`src/hw/plr_defs.svh`:
```
// constants for the phy side link request interpreter
`ifndef PLR_DEFS_SVH
`define PLR_DEFS_SVH
`define PLR_LEN_ACC 5'd6
`define PLR_LEN_BUS 5'd7
`define PLR_LEN_RD 5'd9
`define PLR_LEN_WR 5'd17
`define PLR_STAT_BITS 5'd16
`define PLR_ACCEL_RST 1'b0
`define PLR_REGS 16
`endif

```
`src/hw/plr_pkg.sv`:
```
// types for the phy side link request interpreter
package plr_pkg;
  typedef enum logic [1:0] {
    PLR_CTL_IDLE = 2'h0,
    PLR_CTL_STATUS = 2'h1,
    PLR_CTL_RECEIVE = 2'h2,
    PLR_CTL_GRANT = 2'h3
  } plr_ctl_t;
  typedef enum logic [2:0] {
    PLR_RQ_IMM = 3'h0,
    PLR_RQ_ISO = 3'h1,
    PLR_RQ_PRI = 3'h2,
    PLR_RQ_FAIR = 3'h3,
    PLR_RQ_RD = 3'h4,
    PLR_RQ_WR = 3'h5,
    PLR_RQ_ACC = 3'h6,
    PLR_RQ_RSV = 3'h7
  } plr_rq_t;
  typedef enum logic [3:0] {
    PLR_ST_IDLE = 4'h1,
    PLR_ST_STAT = 4'h2,
    PLR_ST_GRANT = 4'h4,
    PLR_ST_GIDLE = 4'h8
  } plr_state_t;
endpackage

```
`src/hw/plr_reg_if.sv`:
```
// register file access bundle between the interpreter and its register memory
`timescale 1ns/1ps
interface plr_reg_if;
  logic we;
  logic [3:0] waddr;
  logic [7:0] wdata;
  logic [3:0] raddr;
  logic [7:0] rdata;
  modport ctrl (output we, output waddr, output wdata, output raddr, input rdata);
  modport mem (input we, input waddr, input wdata, input raddr, output rdata);
endinterface

```
`src/hw/plr_link_req.sv`:
```
// phy side link request decoder, ctl driver and pending request tracker
// Operation
// - phy ctl codes: 00 idle, 01 status, 10 receive, 11 grant.
// - requests arrive serially on lreq; lengths 6, 7, 9, 17 bits.
// - each request starts with a one bit and ends with a zero stop bit.
// - bus request: type bits 1-3, speed bits 4-5; speed 11 reserved.
// - register read: type bits 1-3, address bits 4-7, stop bit 8.
// - register write: address bits 4-7, data bits 8-15, stop bit 16.
// - acceleration control bit 4 disables (0) or enables (1) acceleration.
// - type codes: imm, iso, pri, fair, read, write, accel, reserved.
// - receive starting during or after fair/priority request cancels it.
// - with acceleration on, an 8-bit ack receive keeps fair/priority pending.
// - pending iso cleared only by grant, subaction gap or bus reset.
// - addressed register updates as soon as write's last bit arrives.
// - read returns register as status; interrupted status restarts from bit 0.
// - further bus requests ignored while one pends; listed events end it.
// - bus reset discards every pending bus request.
// - iso request sets the internal accelerating flag.
// - status holds ctl 01 throughout, two status bits per clock on d.
// - arbitration win drives grant one clock then idle two clocks.
`timescale 1ns/1ps
`include "plr_defs.svh"
module plr_link_req
  import plr_pkg::*;
(
  input wire logic clk_sys,
  input wire logic nrst,
  input wire logic lreq,
  input wire logic rx_active,
  input wire logic rx_ack8,
  input wire logic tx_active,
  input wire logic arb_won,
  input wire logic subaction_gap,
  input wire logic bus_reset,
  output logic [1:0] ctl_o,
  output logic [1:0] d_o,
  output logic req_pending,
  output logic [2:0] req_type,
  output logic [1:0] req_speed,
  output logic accel_enable,
  output logic accelerating
);
  // register memory sits behind the bundle; its read data lag one clock
  plr_reg_if rif ();
  plr_regmem u_mem (
    .clk_sys(clk_sys),
    .rif(rif)
  );

  // lreq is a pin: two flops before any logic
  logic lreq_s1_q, lreq_s2_q;
  always_ff @(posedge clk_sys) begin
    if (!nrst) begin
      lreq_s1_q <= 1'b0;
      lreq_s2_q <= 1'b0;
    end else begin
      lreq_s1_q <= lreq;
      lreq_s2_q <= lreq_s1_q;
    end
  end

  // ---------------- serial receiver ----------------
  logic busy_q, busy_d;
  logic [4:0] cnt_q, cnt_d;
  logic [16:0] sh_q, sh_d;
  logic [2:0] ty_q, ty_d;
  logic done;
  logic [16:0] frame;
  logic [4:0] want_len;
  plr_rq_t rtype;

  // expected length follows the type once bits 1..3 are in
  // the type is latched because the shifter moves on past it
  always_comb begin
    rtype = plr_rq_t'(ty_q);
    unique case (rtype)
      PLR_RQ_RD: want_len = `PLR_LEN_RD;
      PLR_RQ_WR: want_len = `PLR_LEN_WR;
      PLR_RQ_ACC: want_len = `PLR_LEN_ACC;
      default: want_len = `PLR_LEN_BUS;
    endcase
  end

  // shift in msb first: bit 1 ends up oldest; the stop bit lands at frame index 0
  always_comb begin
    busy_d = busy_q;
    cnt_d = cnt_q;
    sh_d = sh_q;
    ty_d = ty_q;
    done = 1'b0;
    frame = 17'h00000;
    if (!busy_q) begin
      if (lreq_s2_q) begin
        busy_d = 1'b1;
        cnt_d = 5'd1;
        sh_d = 17'h00000;
      end
    end else begin
      sh_d = {sh_q[15:0], lreq_s2_q};
      cnt_d = cnt_q + 5'd1;
      // bits 1..3 are all in once the count reaches four
      if (cnt_q == 5'd4) begin
        ty_d = sh_q[2:0];
      end
      // final bit arrives when count reaches length-1 (type known by then)
      // a one in the stop position drops the whole frame
      if (cnt_q >= 5'd4 && cnt_q == want_len - 5'd1) begin
        busy_d = 1'b0;
        done = !lreq_s2_q;
        frame = sh_d;
      end
    end
  end

  // receiver state registers
  always_ff @(posedge clk_sys) begin
    if (!nrst) begin
      busy_q <= 1'b0;
      cnt_q <= 5'h00;
      sh_q <= 17'h00000;
      ty_q <= 3'h0;
    end else begin
      busy_q <= busy_d;
      cnt_q <= cnt_d;
      sh_q <= sh_d;
      ty_q <= ty_d;
    end
  end

  // field extraction: frame bit k (k>=1) sits at index (len-1-k)
  logic [2:0] f_type;
  logic [1:0] f_speed;
  logic [3:0] f_addr;
  logic [7:0] f_data;
  logic f_acc;
  always_comb begin
    f_type = ty_q;
    f_speed = frame[2:1];
    f_addr = rtype == PLR_RQ_WR ? frame[12:9] : frame[4:1];
    f_data = frame[8:1];
    f_acc = frame[1];
  end
  // only the four bus request types with a legal speed may become pending
  logic is_bus;
  assign is_bus = done && (f_type <= 3'h3) && (f_speed != 2'h3);

  // ---------------- pending bus request and acceleration ----------------
  logic pend_q, pend_d;
  logic [2:0] ptype_q, ptype_d;
  logic [1:0] pspd_q, pspd_d;
  logic acc_en_q, acc_en_d;
  logic accing_q, accing_d;
  logic rx_q;
  logic rx_cut_q, rx_cut_d;
  logic cut_now;
  logic rx_start;
  logic grant_now;
  assign rx_start = rx_active && !rx_q;

  always_comb begin
    pend_d = pend_q;
    ptype_d = ptype_q;
    pspd_d = pspd_q;
    acc_en_d = acc_en_q;
    accing_d = accing_q;
    // a receive that starts while a fair or priority frame is still arriving
    // cancels it too, so the decoded frame must not become pending
    rx_cut_d = busy_q && (rx_cut_q || (rx_start && !(acc_en_q && rx_ack8)));
    cut_now = rx_cut_d && (f_type == PLR_RQ_FAIR || f_type == PLR_RQ_PRI);
    if (done && f_type == PLR_RQ_ACC) begin
      acc_en_d = f_acc;
    end
    if (pend_q) begin
      // fair/pri cancelled by receive unless ack accelerated
      if (rx_start && (ptype_q == PLR_RQ_FAIR || ptype_q == PLR_RQ_PRI)
          && !(acc_en_q && rx_ack8)) begin
        pend_d = 1'b0;
      end
      if ((tx_active || rx_start) && ptype_q != PLR_RQ_ISO
          && ptype_q != PLR_RQ_FAIR && ptype_q != PLR_RQ_PRI) begin
        pend_d = 1'b0;
      end
      if (subaction_gap && (ptype_q == PLR_RQ_ISO || ptype_q == PLR_RQ_IMM)) begin
        pend_d = 1'b0;
      end
      if (grant_now) begin
        pend_d = 1'b0;
      end
    end else if (is_bus && !cut_now) begin
      pend_d = 1'b1; // later bus requests ignored while pending
      ptype_d = f_type;
      pspd_d = f_speed;
      if (f_type == PLR_RQ_ISO) begin
        accing_d = 1'b1;
      end
    end
    if (bus_reset) begin
      pend_d = 1'b0;
    end
  end

  // pending request and acceleration registers
  always_ff @(posedge clk_sys) begin
    if (!nrst) begin
      pend_q <= 1'b0;
      ptype_q <= 3'h0;
      pspd_q <= 2'h0;
      acc_en_q <= `PLR_ACCEL_RST;
      accing_q <= 1'b0;
      rx_q <= 1'b0;
      rx_cut_q <= 1'b0;
    end else begin
      pend_q <= pend_d;
      ptype_q <= ptype_d;
      pspd_q <= pspd_d;
      acc_en_q <= acc_en_d;
      accing_q <= accing_d;
      rx_q <= rx_active;
      rx_cut_q <= rx_cut_d;
    end
  end

  // ---------------- register access ----------------
  // write lands the same cycle the stop bit is taken
  assign rif.we = done && f_type == PLR_RQ_WR;
  assign rif.waddr = f_addr;
  assign rif.wdata = f_data;

  // ---------------- ctl / status engine ----------------
  plr_state_t st_q, st_d;
  logic rd_pend_q, rd_pend_d;
  logic [3:0] raddr_q, raddr_d;
  logic [15:0] stat_q, stat_d;
  logic [2:0] scnt_q, scnt_d;
  logic load_wait_q, load_wait_d;
  logic [1:0] ctl_d, d_d;
  logic [1:0] ctl_q, d_q;
  logic pkt;
  // packet activity in either direction holds off status and grant
  assign pkt = rx_active || tx_active;
  assign rif.raddr = raddr_q;
  // no grant during a packet: the link would clash with receive data
  assign grant_now = st_q == PLR_ST_IDLE && arb_won && pend_q && !pkt;

  always_comb begin
    st_d = st_q;
    rd_pend_d = rd_pend_q;
    raddr_d = raddr_q;
    stat_d = stat_q;
    scnt_d = scnt_q;
    load_wait_d = 1'b0;
    ctl_d = PLR_CTL_IDLE;
    d_d = 2'h0;
    unique case (st_q)
      PLR_ST_IDLE: begin
        if (rx_active) begin
          ctl_d = PLR_CTL_RECEIVE;
        end else if (grant_now) begin
          st_d = PLR_ST_GRANT;
          ctl_d = PLR_CTL_GRANT;
        end else if (rd_pend_q && !load_wait_q && !tx_active) begin
          st_d = PLR_ST_STAT;
          stat_d = {4'h0, raddr_q, rif.rdata};
          scnt_d = 3'h0;
          ctl_d = PLR_CTL_STATUS;
          d_d = 2'h0;
        end
      end
      PLR_ST_STAT: begin
        if (pkt) begin
          // interrupted: restart from the first bit later
          st_d = PLR_ST_IDLE;
          ctl_d = rx_active ? PLR_CTL_RECEIVE : PLR_CTL_IDLE;
        end else if (scnt_q == 3'h7) begin
          st_d = PLR_ST_IDLE;
          rd_pend_d = 1'b0;
        end else begin
          scnt_d = scnt_q + 3'h1;
          stat_d = {stat_q[13:0], 2'h0};
          ctl_d = PLR_CTL_STATUS;
          d_d = stat_d[15:14];
        end
      end
      PLR_ST_GRANT: begin
        st_d = PLR_ST_GIDLE;
      end
      PLR_ST_GIDLE: begin
        // link owns ctl afterwards; it must not use 11
        st_d = PLR_ST_IDLE;
      end
    endcase
    // taken after the state case so a new read outranks the end of the old one
    if (done && f_type == PLR_RQ_RD) begin
      rd_pend_d = 1'b1;
      raddr_d = f_addr;
      load_wait_d = 1'b1; // memory read data is one cycle late
    end
    if (bus_reset) begin
      st_d = PLR_ST_IDLE;
      rd_pend_d = 1'b0;
      ctl_d = PLR_CTL_IDLE;
      d_d = 2'h0;
    end
  end

  // ctl engine registers; ctl and d leave straight from here
  always_ff @(posedge clk_sys) begin
    if (!nrst) begin
      st_q <= PLR_ST_IDLE;
      rd_pend_q <= 1'b0;
      raddr_q <= 4'h0;
      stat_q <= 16'h0000;
      scnt_q <= 3'h0;
      load_wait_q <= 1'b0;
      ctl_q <= 2'h0;
      d_q <= 2'h0;
    end else begin
      st_q <= st_d;
      rd_pend_q <= rd_pend_d;
      raddr_q <= raddr_d;
      stat_q <= stat_d;
      scnt_q <= scnt_d;
      load_wait_q <= load_wait_d;
      ctl_q <= ctl_d;
      d_q <= d_d;
    end
  end

  // all outputs straight from flops
  assign ctl_o = ctl_q;
  assign d_o = d_q;
  assign req_pending = pend_q;
  assign req_type = ptype_q;
  assign req_speed = pspd_q;
  assign accel_enable = acc_en_q;
  assign accelerating = accing_q;
endmodule // plr_link_req

```
`src/hw/plr_regmem.sv`:
```
// sixteen byte phy register memory with registered read data
`timescale 1ns/1ps
`include "plr_defs.svh"
module plr_regmem (
  input wire logic clk_sys,
  plr_reg_if.mem rif
);
  logic [7:0] mem_q [`PLR_REGS];
  logic [7:0] rdata_q;
  // no reset on the array; contents are defined by the first write
  always_ff @(posedge clk_sys) begin
    if (rif.we) begin
      mem_q[rif.waddr] <= rif.wdata;
    end
    rdata_q <= mem_q[rif.raddr];
  end
  assign rif.rdata = rdata_q;
endmodule // plr_regmem

```
`config.mk`:
```
export PLATFORM = sky130hd
export DESIGN_NAME = plr_link_req
export DESIGN_NICKNAME = d
export VERILOG_FILES = /design/src/hw/plr_pkg.sv /design/src/hw/plr_reg_if.sv /design/src/hw/plr_link_req.sv /design/src/hw/plr_regmem.sv
export VERILOG_INCLUDE_DIRS = /design/src /design/src/hw
export SDC_FILE = /design/constraint.sdc
export NUM_CORES = 1
export LEC_CHECK = 0
export ABC_AREA = 1
export BUFFER_PORTS_ARGS = -buffer_cell sky130_fd_sc_hd__buf_4
export CELL_PAD_IN_SITES_DETAIL_PLACEMENT = 0
export CELL_PAD_IN_SITES_GLOBAL_PLACEMENT = 1
export CORE_ASPECT_RATIO = 0.6
export CORE_MARGIN = 2
export CORE_UTILIZATION = 52
export DETAILED_ROUTE_END_ITERATION = 10
export PLACE_DENSITY_LB_ADDON = 0.1
export SYNTH_ARGS = -nofsm -noshare
export SYNTH_HDL_FRONTEND = slang
export SYNTH_HIERARCHICAL = 1
export SYNTH_SLANG_ARGS = --single-unit
export TNS_END_PERCENT = 20
```
`constraint.sdc`:
```
create_clock -name clk_sys -period 3.85 [get_ports clk_sys]
set_input_delay 0.1925 -clock clk_sys [delete_from_list [all_inputs] [get_ports clk_sys]]
set_output_delay 0.1925 -clock clk_sys [all_outputs]
set_load 0.02 [all_outputs]
```
# After elaboration in Yosys (flattened, before gate mapping)

Memories as Yosys holds them, arrays and structs flattened. A register that Yosys moved wholly into a read port is not among the register bits.
Cells that the tools add are included.

Memory bits (read-only): 0
Bits in latches: 0
Bits in writable memories: 128
Output and inout bits: 12
Register bits: 64
Word-level logic and storage cells: 158
Memories: 1
Input bits: 9

Add/sub/neg operators: 3
$lt $le $gt $ge: 2
Eq/ne operators: 28
Reduce and logical (&&, ||, !) cells: 49
Bitwise logic cells: 3
Shift operators: 0
Divide/modulo/power cells: 0
Multiply operators: 0
Muxes and demuxes: 51

Memories:

| name        | words | bits a word | read ports | clocked after Yosys merged registers in | wr ports | line            | source |
|---|---|---|---|---|---|---|---|
| u_mem.mem_q | 16    | 8           | 1          | 1                                       | 1        | plr_regmem.sv:8 | `` logic [7:0] mem_q [`PLR_REGS]; `` |

Operators by type and width:

| operator                                                                 | number |
|---|---|
| 14-bit 2-to-1 mux                                                        | 5 |
| 14-bit case mux with 2 select lines                                      | 1 |
| 13-bit 2-to-1 mux                                                        | 2 |
| 12-bit 2-to-1 mux                                                        | 2 |
| 4-bit 2-to-1 mux                                                         | 6 |
| 1-bit logical AND                                                        | 23 |
| 1-bit 2-to-1 mux                                                         | 20 |
| 4-bit case mux with 4 select lines                                       | 1 |
| 3-bit 2-to-1 mux                                                         | 5 |
| 5-bit case mux with 3 select lines                                       | 1 |
| 3-bit by 2-bit equality test with 1-bit output (second input constant)   | 4 |
| 3-bit equality test (second input constant)                              | 4 |
| 5-bit 2-to-1 mux                                                         | 2 |
| 2-bit inequality test (second input constant)                            | 5 |
| 3-bit by 2-bit inequality test with 1-bit output (second input constant) | 3 |
| 3-bit AND reduction                                                      | 3 |
| 2-bit 2-to-1 mux                                                         | 4 |
| 2-bit nonzero test                                                       | 4 |
| 1-bit zero test                                                          | 7 |
| 3-bit by 1-bit equality test with 1-bit output (second input constant)   | 2 |
| 1-bit logical OR                                                         | 6 |
| 3-bit case mux with 2 select lines                                       | 1 |
| 6-bit AND reduction                                                      | 1 |
| 5-bit by 1-bit adder with 5-bit output (second input constant)           | 1 |
| other kinds (19)                                                         | 23 |

# Depth between registers and ports, before layout

Gate-level depths: netlist of the first run.

Depth after elaboration: 12
Depth in mapped cells: 15
Mapped depth without buffers: 15

# By module

Netlist of the first run, hierarchy kept.

Modules (own cells, without submodules):

| module       | instances | cells an instance | area each (um^2) | sequential area each (um^2) |
|---|---|---|---|---|
| plr_regmem   | 1         | 551               | 5766.8           | 4003.8 |
| plr_link_req | 1         | 398               | 2889.0           | 1281.2 |

# Least setup slack after synthesis of the first run

Ideal clock, no wire load.

Path type: reg-to-reg
From: register ty_q[1], in the netlist f_type[1]
To: memory u_mem.mem_q[12][0] (enable)
Arrival: 2.256 ns
Required time: 3.480 ns
Period minus slack after synthesis: 2.627 ns
Setup slack: 1.223 ns
Cell stages (with the launch flop): 12
Path buffers: 1
Library setup time: 0.370 ns
Cells stage by stage: dfxtp_1 > nand3_1 > inv_1 > ha_1 > xor2_1 > nand3_1 > nor2_1 > nand2_1 > buf_2 > nor2_1 > nand3_1 > nor2_1

Elaborated cells on any way between the ends: 15
Classes of those cells: add/sub (1); eq/ne (4); mux (8); reduce/logical (2)

RTL lines:

| element                                     | line                                    | source |
|---|---|---|
| start, declared                             | plr_link_req.sv:66                      | `logic [2:0] ty_q, ty_d;` |
| start signal, assigned                      | plr_link_req.sv:126                     | `ty_q <= ty_d;` |
| 3-bit equality test (on tied branches)      | plr_link_req.sv:76, plr_link_req.sv:139 |  |
| 5-bit case mux with 3 select lines          | plr_link_req.sv:76                      | `unique case (rtype)` |
| 5-bit by 1-bit subtractor with 5-bit output | plr_link_req.sv:107                     | `if (cnt_q >= 5'd4 && cnt_q == want_len - 5'd1) begin` |
| 5-bit equality test                         | plr_link_req.sv:107                     |  |
| 1-bit logical AND                           | plr_link_req.sv:107                     |  |
| 13-bit 2-to-1 mux                           | plr_link_req.sv:107                     |  |
| 13-bit 2-to-1 mux                           | plr_link_req.sv:92                      | `if (!busy_q) begin` |
| 4-bit 2-to-1 mux (*)                        | plr_link_req.sv:139                     | `f_addr = rtype == PLR_RQ_WR ? frame[12:9] : frame[4:1];` |
| net f_addr[3]                               | plr_link_req.sv:133                     | `logic [3:0] f_addr;` |
| end, declared                               | plr_regmem.sv:8                         |  |

Mark *: on every way through the listed nets, which the timed path passes. The rest lies on a longest branch.

# Worst setup path in the final report of the first run

From: register ty_q[1], in the netlist f_type[1]
To: memory u_mem.mem_q[5][6] (enable)

Same word-level chain as after synthesis.

==> impl_metrics.tcl, run 1 <==
set metrics [dict create \
    p_per_area_nw_per_um2 431 \
    die_area_um2 17700 \
    drive_gt1_share_pct 8.61 \
    antenna_found_initial 0 \
    p_int_mw 3.30 \
    ys_seq_area_share_pct 61.1 \
    crit_required_ps 3900 \
    cts_buffer_depth 2 \
    p_seq_share_pct 54.9 \
    power_frac_clock_pct 44.0 \
    min_period_ps 3310 \
    path_max_fanout 13 \
    vias_per_cell 5.27 \
    async_reset_ff_share_pct 0 \
    layout.cells.non_filler 1204 \
    grt_usage_pct 23.9 \
    comb_power_share_pct 1.1 \
    rsz0062_at_grt "no" \
    tightestPinTransition_ps 1100 \
    hold_violations 0 \
    final_nets 978 \
    drv_cap 0 \
    drt_first_iter_violations 617 \
    routed_wl_um 20200 \
    ys_warn_count 6 \
    rows 36 \
    synth_cell_types 38 \
    switching_share_pct 19.9 \
    dp_hpwl_um 13400 \
    maxSlewViolCount 0 \
    syn_inst 949 \
    power_leakage_nw 3.99 \
    avgSynthCellArea_um2 9.12 \
    outcome "finished, final reports clean" \
    crit_arrival_ps 3360 \
    start_util_pct 53.2 \
    crit_path_start_kind "flip-flop" \
    post-synth-top-count-cell "nand2_1" \
    place.gp.congestion 0.886 \
    io_buffers 20 \
    firstDrtPassIters 5 \
    die_y_um 104 \
    max_slew_margin_pct 26.5 \
    synth_area_leaders "edfxtp_1, dfxtp_1, nand2_1, nand3_1, inv_1" \
    ys.flop_type "edfxtp_1" \
    synth_area_um2 8660 \
    clk_pin_slew_ps 70 \
    syn2layout_area_growth_pct 10.4 \
    core_area_um2 16300 \
    syn-num-nets 964 \
    fin_area_um2 9560 \
    fin_crit_sh_pct 85.9 \
    dieWidth_um 171 \
    setup_viol 0 \
    h-tree-depth 4 \
    place_area_um2 8940 \
    route.detailed.drc 0 \
    yosysTopAreaCell "edfxtp_1" \
    synth_seq_cells 200 \
    overflow 0 \
    clock_latency_ps 430 \
    vias 6345 \
    ant_nets 0 \
    cts_made_buffers 17 \
    synthTopCellsByCount "nand2_1, inv_1, edfxtp_1, nand3_1, dfxtp_1" \
    cts_tree "yes" \
    n_antenna_cell 0 \
    r2r_cells 10 \
    ir_worst_vdd_mv 0.271 \
    fin_total_pwr_mw 4.12 \
    switchingPower_mw 0.821 \
    cts_root_buffer "clkbuf_16" \
    cts_sinks 200 \
    min_path_cells 3 \
    grt_max_degree 67 \
    dp_cells 1170 \
    wire_per_inst_um 16.8 \
    io_pins 21 \
    first_global_vias 5749 \
    worstSetupPathType "reg2reg" \
    synth_top_area_share_pct 44.4 \
    min_path_type "in2reg" \
    fin_skew_ps 9.73 \
    cts_resized 0 \
    finalSetupTns_ps 0 \
    cp-end-kind "flip-flop" \
    maxClockFrequency_mhz 302 \
    grt_pass1_wl_um 31900 \
    synth-edff-count 128 \
]
==> placed cells by master (no fill, tap or decap), types with 4 or more instances in the layout <==
master	instances
o21ai_1	5
nor2_1	65
nor2_2	6
a211oi_1	5
nor3_1	7
inv_1	141
nand4_1	4
o21ai_0	22
clkbuf_16	17
nand2_1	262
edfxtp_1	128
buf_4	31
nand2_2	5
inv_2	5
nand3_1	115
a31oi_1	11
a21oi_1	32
ha_1	6
dfxtp_1	71
==> registers in the layout, indices dropped and copies added, names as in the netlist, 2 cells and up <==
register / count
u_mem/rif.rdata: 8
req_speed: 2
u_mem/mem_q: 128
ctl_o: 2
stat_q: 14
req_type: 3
d_o: 2
f_type: 3
raddr_q: 4
scnt_q: 3
cnt_q: 5
sh_q: 12
st_q: 4
==> area by class of cell <==
type / count / area (um^2)
fillers: 1420 / 6700
multi-input cells: 564 / 2580
repair buffers: 33 / 253
well taps: 228 / 285
flip-flops and latches: 200 / 5290
inverters: 147 / 552
clock buffers: 18 / 429
clock inverters: 14 / 171
==> worst max-delay path, stage by stage (launching register included) <==
cell and delay, ps:
dfxtp_1 460, nand3_1 250, inv_1 110, ha_1 240
xor2_1 180, nand3_1 100, nor2_1 160, nand2_1 300
nor2_1 290, nand3b_1 200, nor2_1 650
==> power groups by stage <==
| stage | Sequential, mW | Clock (mW) | Combinational [mW] |
|---|---|---|---|
| after global routing | 2.26 | 1.93 | 0.0504 |
| after floorplan | 2.31 | 0 | 0.0290 |
| after global placement | 2.31 | 0 | 0.0426 |
| final | 2.26 | 1.81 | 0.0457 |
| after CTS | 2.26 | 1.85 | 0.0454 |
| after detailed placement | 2.31 | 0 | 0.0436 |
==> per-layer routing <==
metal	up-vias	track usage [%]	part of all wire, %	routed length, um
met3	23	6.39	9.5	1920
met5	-	0	0	0
met4	0	7.14	1.2	246
li1	3105	-	-	-
met2	228	30.5	40	8120
met1	2989	38.7	49	9930
==> final timing paths <==
path / slack [ps] / end / from
setup / recovery: 540 / u_mem/mem_q[5][6]$_DFFE_PP_ / f_type[1]$_SDFFE_PN0P_
hold / removal: 40 / st_q[0]$_SDFFE_PP1P_ / bus_reset
setup reg to reg: 540 / u_mem/mem_q[5][6]$_DFFE_PP_ / f_type[1]$_SDFFE_PN0P_
hold reg to reg: 420 / lreq_s2_q$_SDFF_PN0_ / lreq_s1_q$_SDFF_PN0_
==> kinds of logic (layout without fill, tap and decap cells) <==
logic type | Yosys count | count (layout) | synth area share, %
flip-flops | 200 | 200 | 61.1
AND/OR/NAND/NOR | 475 | 475 | 23.5
adder cells (fa/ha/maj) | 6 | 6 | 0.867
buffers and inverters | 185 | 212 | 9.12
AO/OA/AOI/OAI | 82 | 82 | 5.31
XOR/XNOR | 1 | 1 | 0.101
==> through the flow <==
| stage | worst slack (ps) | hold slack [ps] | utilization (%) |
|---|---|---|---|
| floorplan | 1220 | 286 | - |
| global placement | 704 | 381 | 55.0 |
| detailed placement | 575 | 394 | 55.0 |
| CTS | 573 | 17.8 | 58.8 |
| global route | 219 | 42.2 | 58.8 |
| finish | 542 | 41.8 | 58.8 |
==> what timing repair did <==
action                                 CTS  global route
endpoints found under the hold margin    2             0
setup buffers                            0             0
hold buffers                             2             0
Note: power is estimated with default switching activity, not from simulation.
==> inputs of run 2 (changes only) <==
Settings changed: ABC_AREA 1 to 0, CORE_UTILIZATION 52 to 56, HOLD_SLACK_MARGIN from default to 0.08.
==> run 2 against run 1 <==
  * Cell area decreased by 3.4%
  * Sequential power is essentially flat
  * Synthesized area is 5.2% lower
  * First-iteration DRC count decreased by 23%
  * Non-clock buffer count increased by 15
  * Synthesized cell count is 39% lower
  * Core utilization increased by 5.3 points
  * Critical path type unchanged
==> impl_metrics.tcl, run 2 <==
set metrics [dict create \
    outcome "finished, final reports clean" \
    drt_first_iter_violations 476 \
    yosysTopAreaCell "edfxtp_1" \
    hold_violations 0 \
    p_per_area_nw_per_um2 446 \
    min_period_ps 3560 \
    fin_ws_ps 287 \
    final_nets 628 \
    synth_cell_types 59 \
    largest_register "u_mem/mem_q" \
    synthTopCellsByCount "edfxtp_1, dfxtp_1, nand2_1, nor2_1, a21oi_1" \
    synth_top_area_share_pct 46.8 \
    async_reset_ff_share_pct 0 \
    worstHoldStart "tx_active" \
    ir_worst_vdd_mv 0.265 \
    min_path_type "in2reg" \
    multi_input_area_um2 2710 \
    ys_seq_area_share_pct 64.4 \
    place_area_um2 8590 \
    n_antenna_cell 0 \
    wire_per_inst_um 20.6 \
    cts_setup_buffers 0 \
    dieWidth_um 160 \
    fin_crit_sh_pct 92.6 \
    postLayoutCoreUtil_pct 64.1 \
    power_leakage_nw 3.26 \
    drive_gt1_share_pct 17.9 \
    clk_pin_slew_ps 70 \
    synth-edff-count 128 \
    r2r-end "u_mem/mem_q[0][3]$_DFFE_PP_" \
    post-synth-top-count-cell "edfxtp_1" \
    die_area_um2 15700 \
    max_slew_margin_pct 35.1 \
    ys_warn_count 6 \
    cts_root_buffer "clkbuf_16" \
    largestRegisters "u_mem/mem_q (128), stat_q (14), sh_q (12)" \
    setup_viol 0 \
    grt_pass1_wl_um 27000 \
    overflow 0 \
    dp_hpwl_um 11600 \
    final_common_cell "edfxtp_1" \
    grt_max_degree 48 \
    drv_cap 0 \
    firstDrtPassIters 5 \
    crit_arrival_ps 3700 \
    cts_sinks 200 \
    place.gp.congestion 0.822 \
    cts_tree "yes" \
    synth_area_um2 8210 \
    crit_chain "nand3b_1 -> inv_1 -> ha_1 -> nor4bb_1 -> or4_1 -> o221a_2 -> nand2_1 -> nor3b_1 -> or3b_2 -> nor3_1 -> buf_4" \
    io_pins 21 \
    crit_required_ps 3990 \
    cp-end-kind "flip-flop" \
    cts_buffer_depth 2 \
    cts_made_buffers 17 \
    routed_wl_um 17000 \
    synth_seq_cells 200 \
    finalSetupTns_ps 0 \
    crit_path_start_kind "flip-flop" \
    start_util_pct 56.9 \
    min_path_cells 3 \
    ant_nets 0 \
    whs_ps 123 \
    route.detailed.drc 0 \
    synth_area_leaders "edfxtp_1, dfxtp_1, mux4_2, mux4_1, nand2_1" \
    vias 4921 \
    fin_area_um2 9240 \
    die_y_um 97.8 \
    grt_usage_pct 23.0 \
    whs_endpoint "d_o[0]$_SDFF_PP0_" \
    maxClockFrequency_mhz 281 \
    fin_skew_ps 10.6 \
    largest_register_ffs 128 \
    dp_slack_ps 316 \
    syn-num-nets 597 \
    rsz0062_at_grt "no" \
    syn2layout_area_growth_pct 12.6 \
    r2r-start "f_type[0]$_SDFFE_PN0P_" \
    tightestPinTransition_ps 973 \
    h-tree-depth 4 \
    core_area_um2 14400 \
    io_buffers 20 \
    vias_per_cell 5.97 \
    r2r_cells 11 \
    rows 34 \
    path_max_fanout 8 \
    ys.flop_type "edfxtp_1" \
    worst_path_max_delay_cell "or4_1" \
    worstSetupPathType "reg2reg" \
    first_global_vias 4826 \
    regToRegSetupSlack_ps 290 \
    maxSlewViolCount 0 \
    final_cell_mix "edfxtp_1, dfxtp_1, nand2_1" \
    seq_area_um2 5290 \
    critical-path-max-stage-delay_ps 590 \
    antenna_found_initial 1 \
    clock_latency_ps 430 \
    syn_inst 582 \
    fillers 1071 \
    avgSynthCellArea_um2 14.1 \
]
## run 2: changes by cell type in the layout (fill, tap and decap cells not counted), moves of 14 or more
cell,previous run,this run
a22oi_1,0,18
inv_1,141,3
mux4_1,0,14
mux4_2,0,18
nand2_1,262,53
nand3_1,115,12
nor2_1,65,50
nor3b_1,0,15
## run 2: worst max-delay path: cells and delay by family, from the launching register on
| kind | cells | cell delay [ps] |
|---|---|---|
| buffers and inverters | 2 | 260 |
| AOI/OAI and AO/OA | 1 | 380 |
| adders and majority gates | 1 | 210 |
| DFF | 1 | 460 |
| and+or+nand+nor | 7 | 1950 |
## run 2: power breakdown
group	switching, mW	total, mW	leakage (nW)	internal, mW
sequential	0.00750	2.26	1.92	2.26
clock	0.825	1.81	0.286	0.983
combinational	0.0313	0.0490	1.06	0.0178
total	0.864	4.12	3.26	3.26
## run 2: worst max path at each step
stage	from	to	slack, ps	depth (start not counted)
after global placement	f_type[0]$_SDFFE_PN0P_	u_mem/mem_q[0][1]$_DFFE_PP_	460	11
after global routing	f_type[0]$_SDFFE_PN0P_	u_mem/mem_q[0][5]$_DFFE_PP_	110	11
after floorplan	f_type[0]$_SDFFE_PN0P_	u_mem/mem_q[0][0]$_DFFE_PP_	210	11
after detailed placement	f_type[0]$_SDFFE_PN0P_	u_mem/mem_q[15][0]$_DFFE_PP_	320	11
after CTS	f_type[0]$_SDFFE_PN0P_	u_mem/mem_q[15][5]$_DFFE_PP_	270	11
final	f_type[0]$_SDFFE_PN0P_	u_mem/mem_q[0][3]$_DFFE_PP_	290	11
## run 2: final cells by class
type | count | area share, %
clock inverters | 15 | 1.96
inverters | 4 | 0.163
repair buffers | 48 | 4.01
multi-input cells | 342 | 29.3
clock buffers | 17 | 4.61
well taps | 198 | 2.68
flip-flops and latches | 200 | 57.2
## run 2: per-layer routing
metal  track usage, %  vias up  share of wire, %
li1                 -     2288                 -
met3             4.25       16               6.7
met1             37.0     2464                50
met4             6.86        0               1.0
met2             32.1      153                42
met5                0        -                 0
## run 2: timing repair
action                                  4_1_cts  5_1_grt
endpoints found under the setup margin        0       16
hold endpoints to repair                      6        0
hold buffers                                  4        0
resized for setup                             0        1
## run 2: kinds of logic after synthesis
logic type / synth area share (%)
fa+ha+maj: 0.915
flops: 64.4
simple gates: 13.6
buf+inv: 2.62
mux: 10.9
compound gates: 7.09
xor+xnor: 0.427
## run 2: metrics by stage
stage	total power [mW]	instances
6_report	4.12	824
5_1_grt	4.24	824
4_1_cts	4.15	824
3_5_place_dp	2.36	788
3_3_place_gp	2.36	788
2_1_floorplan	2.34	582
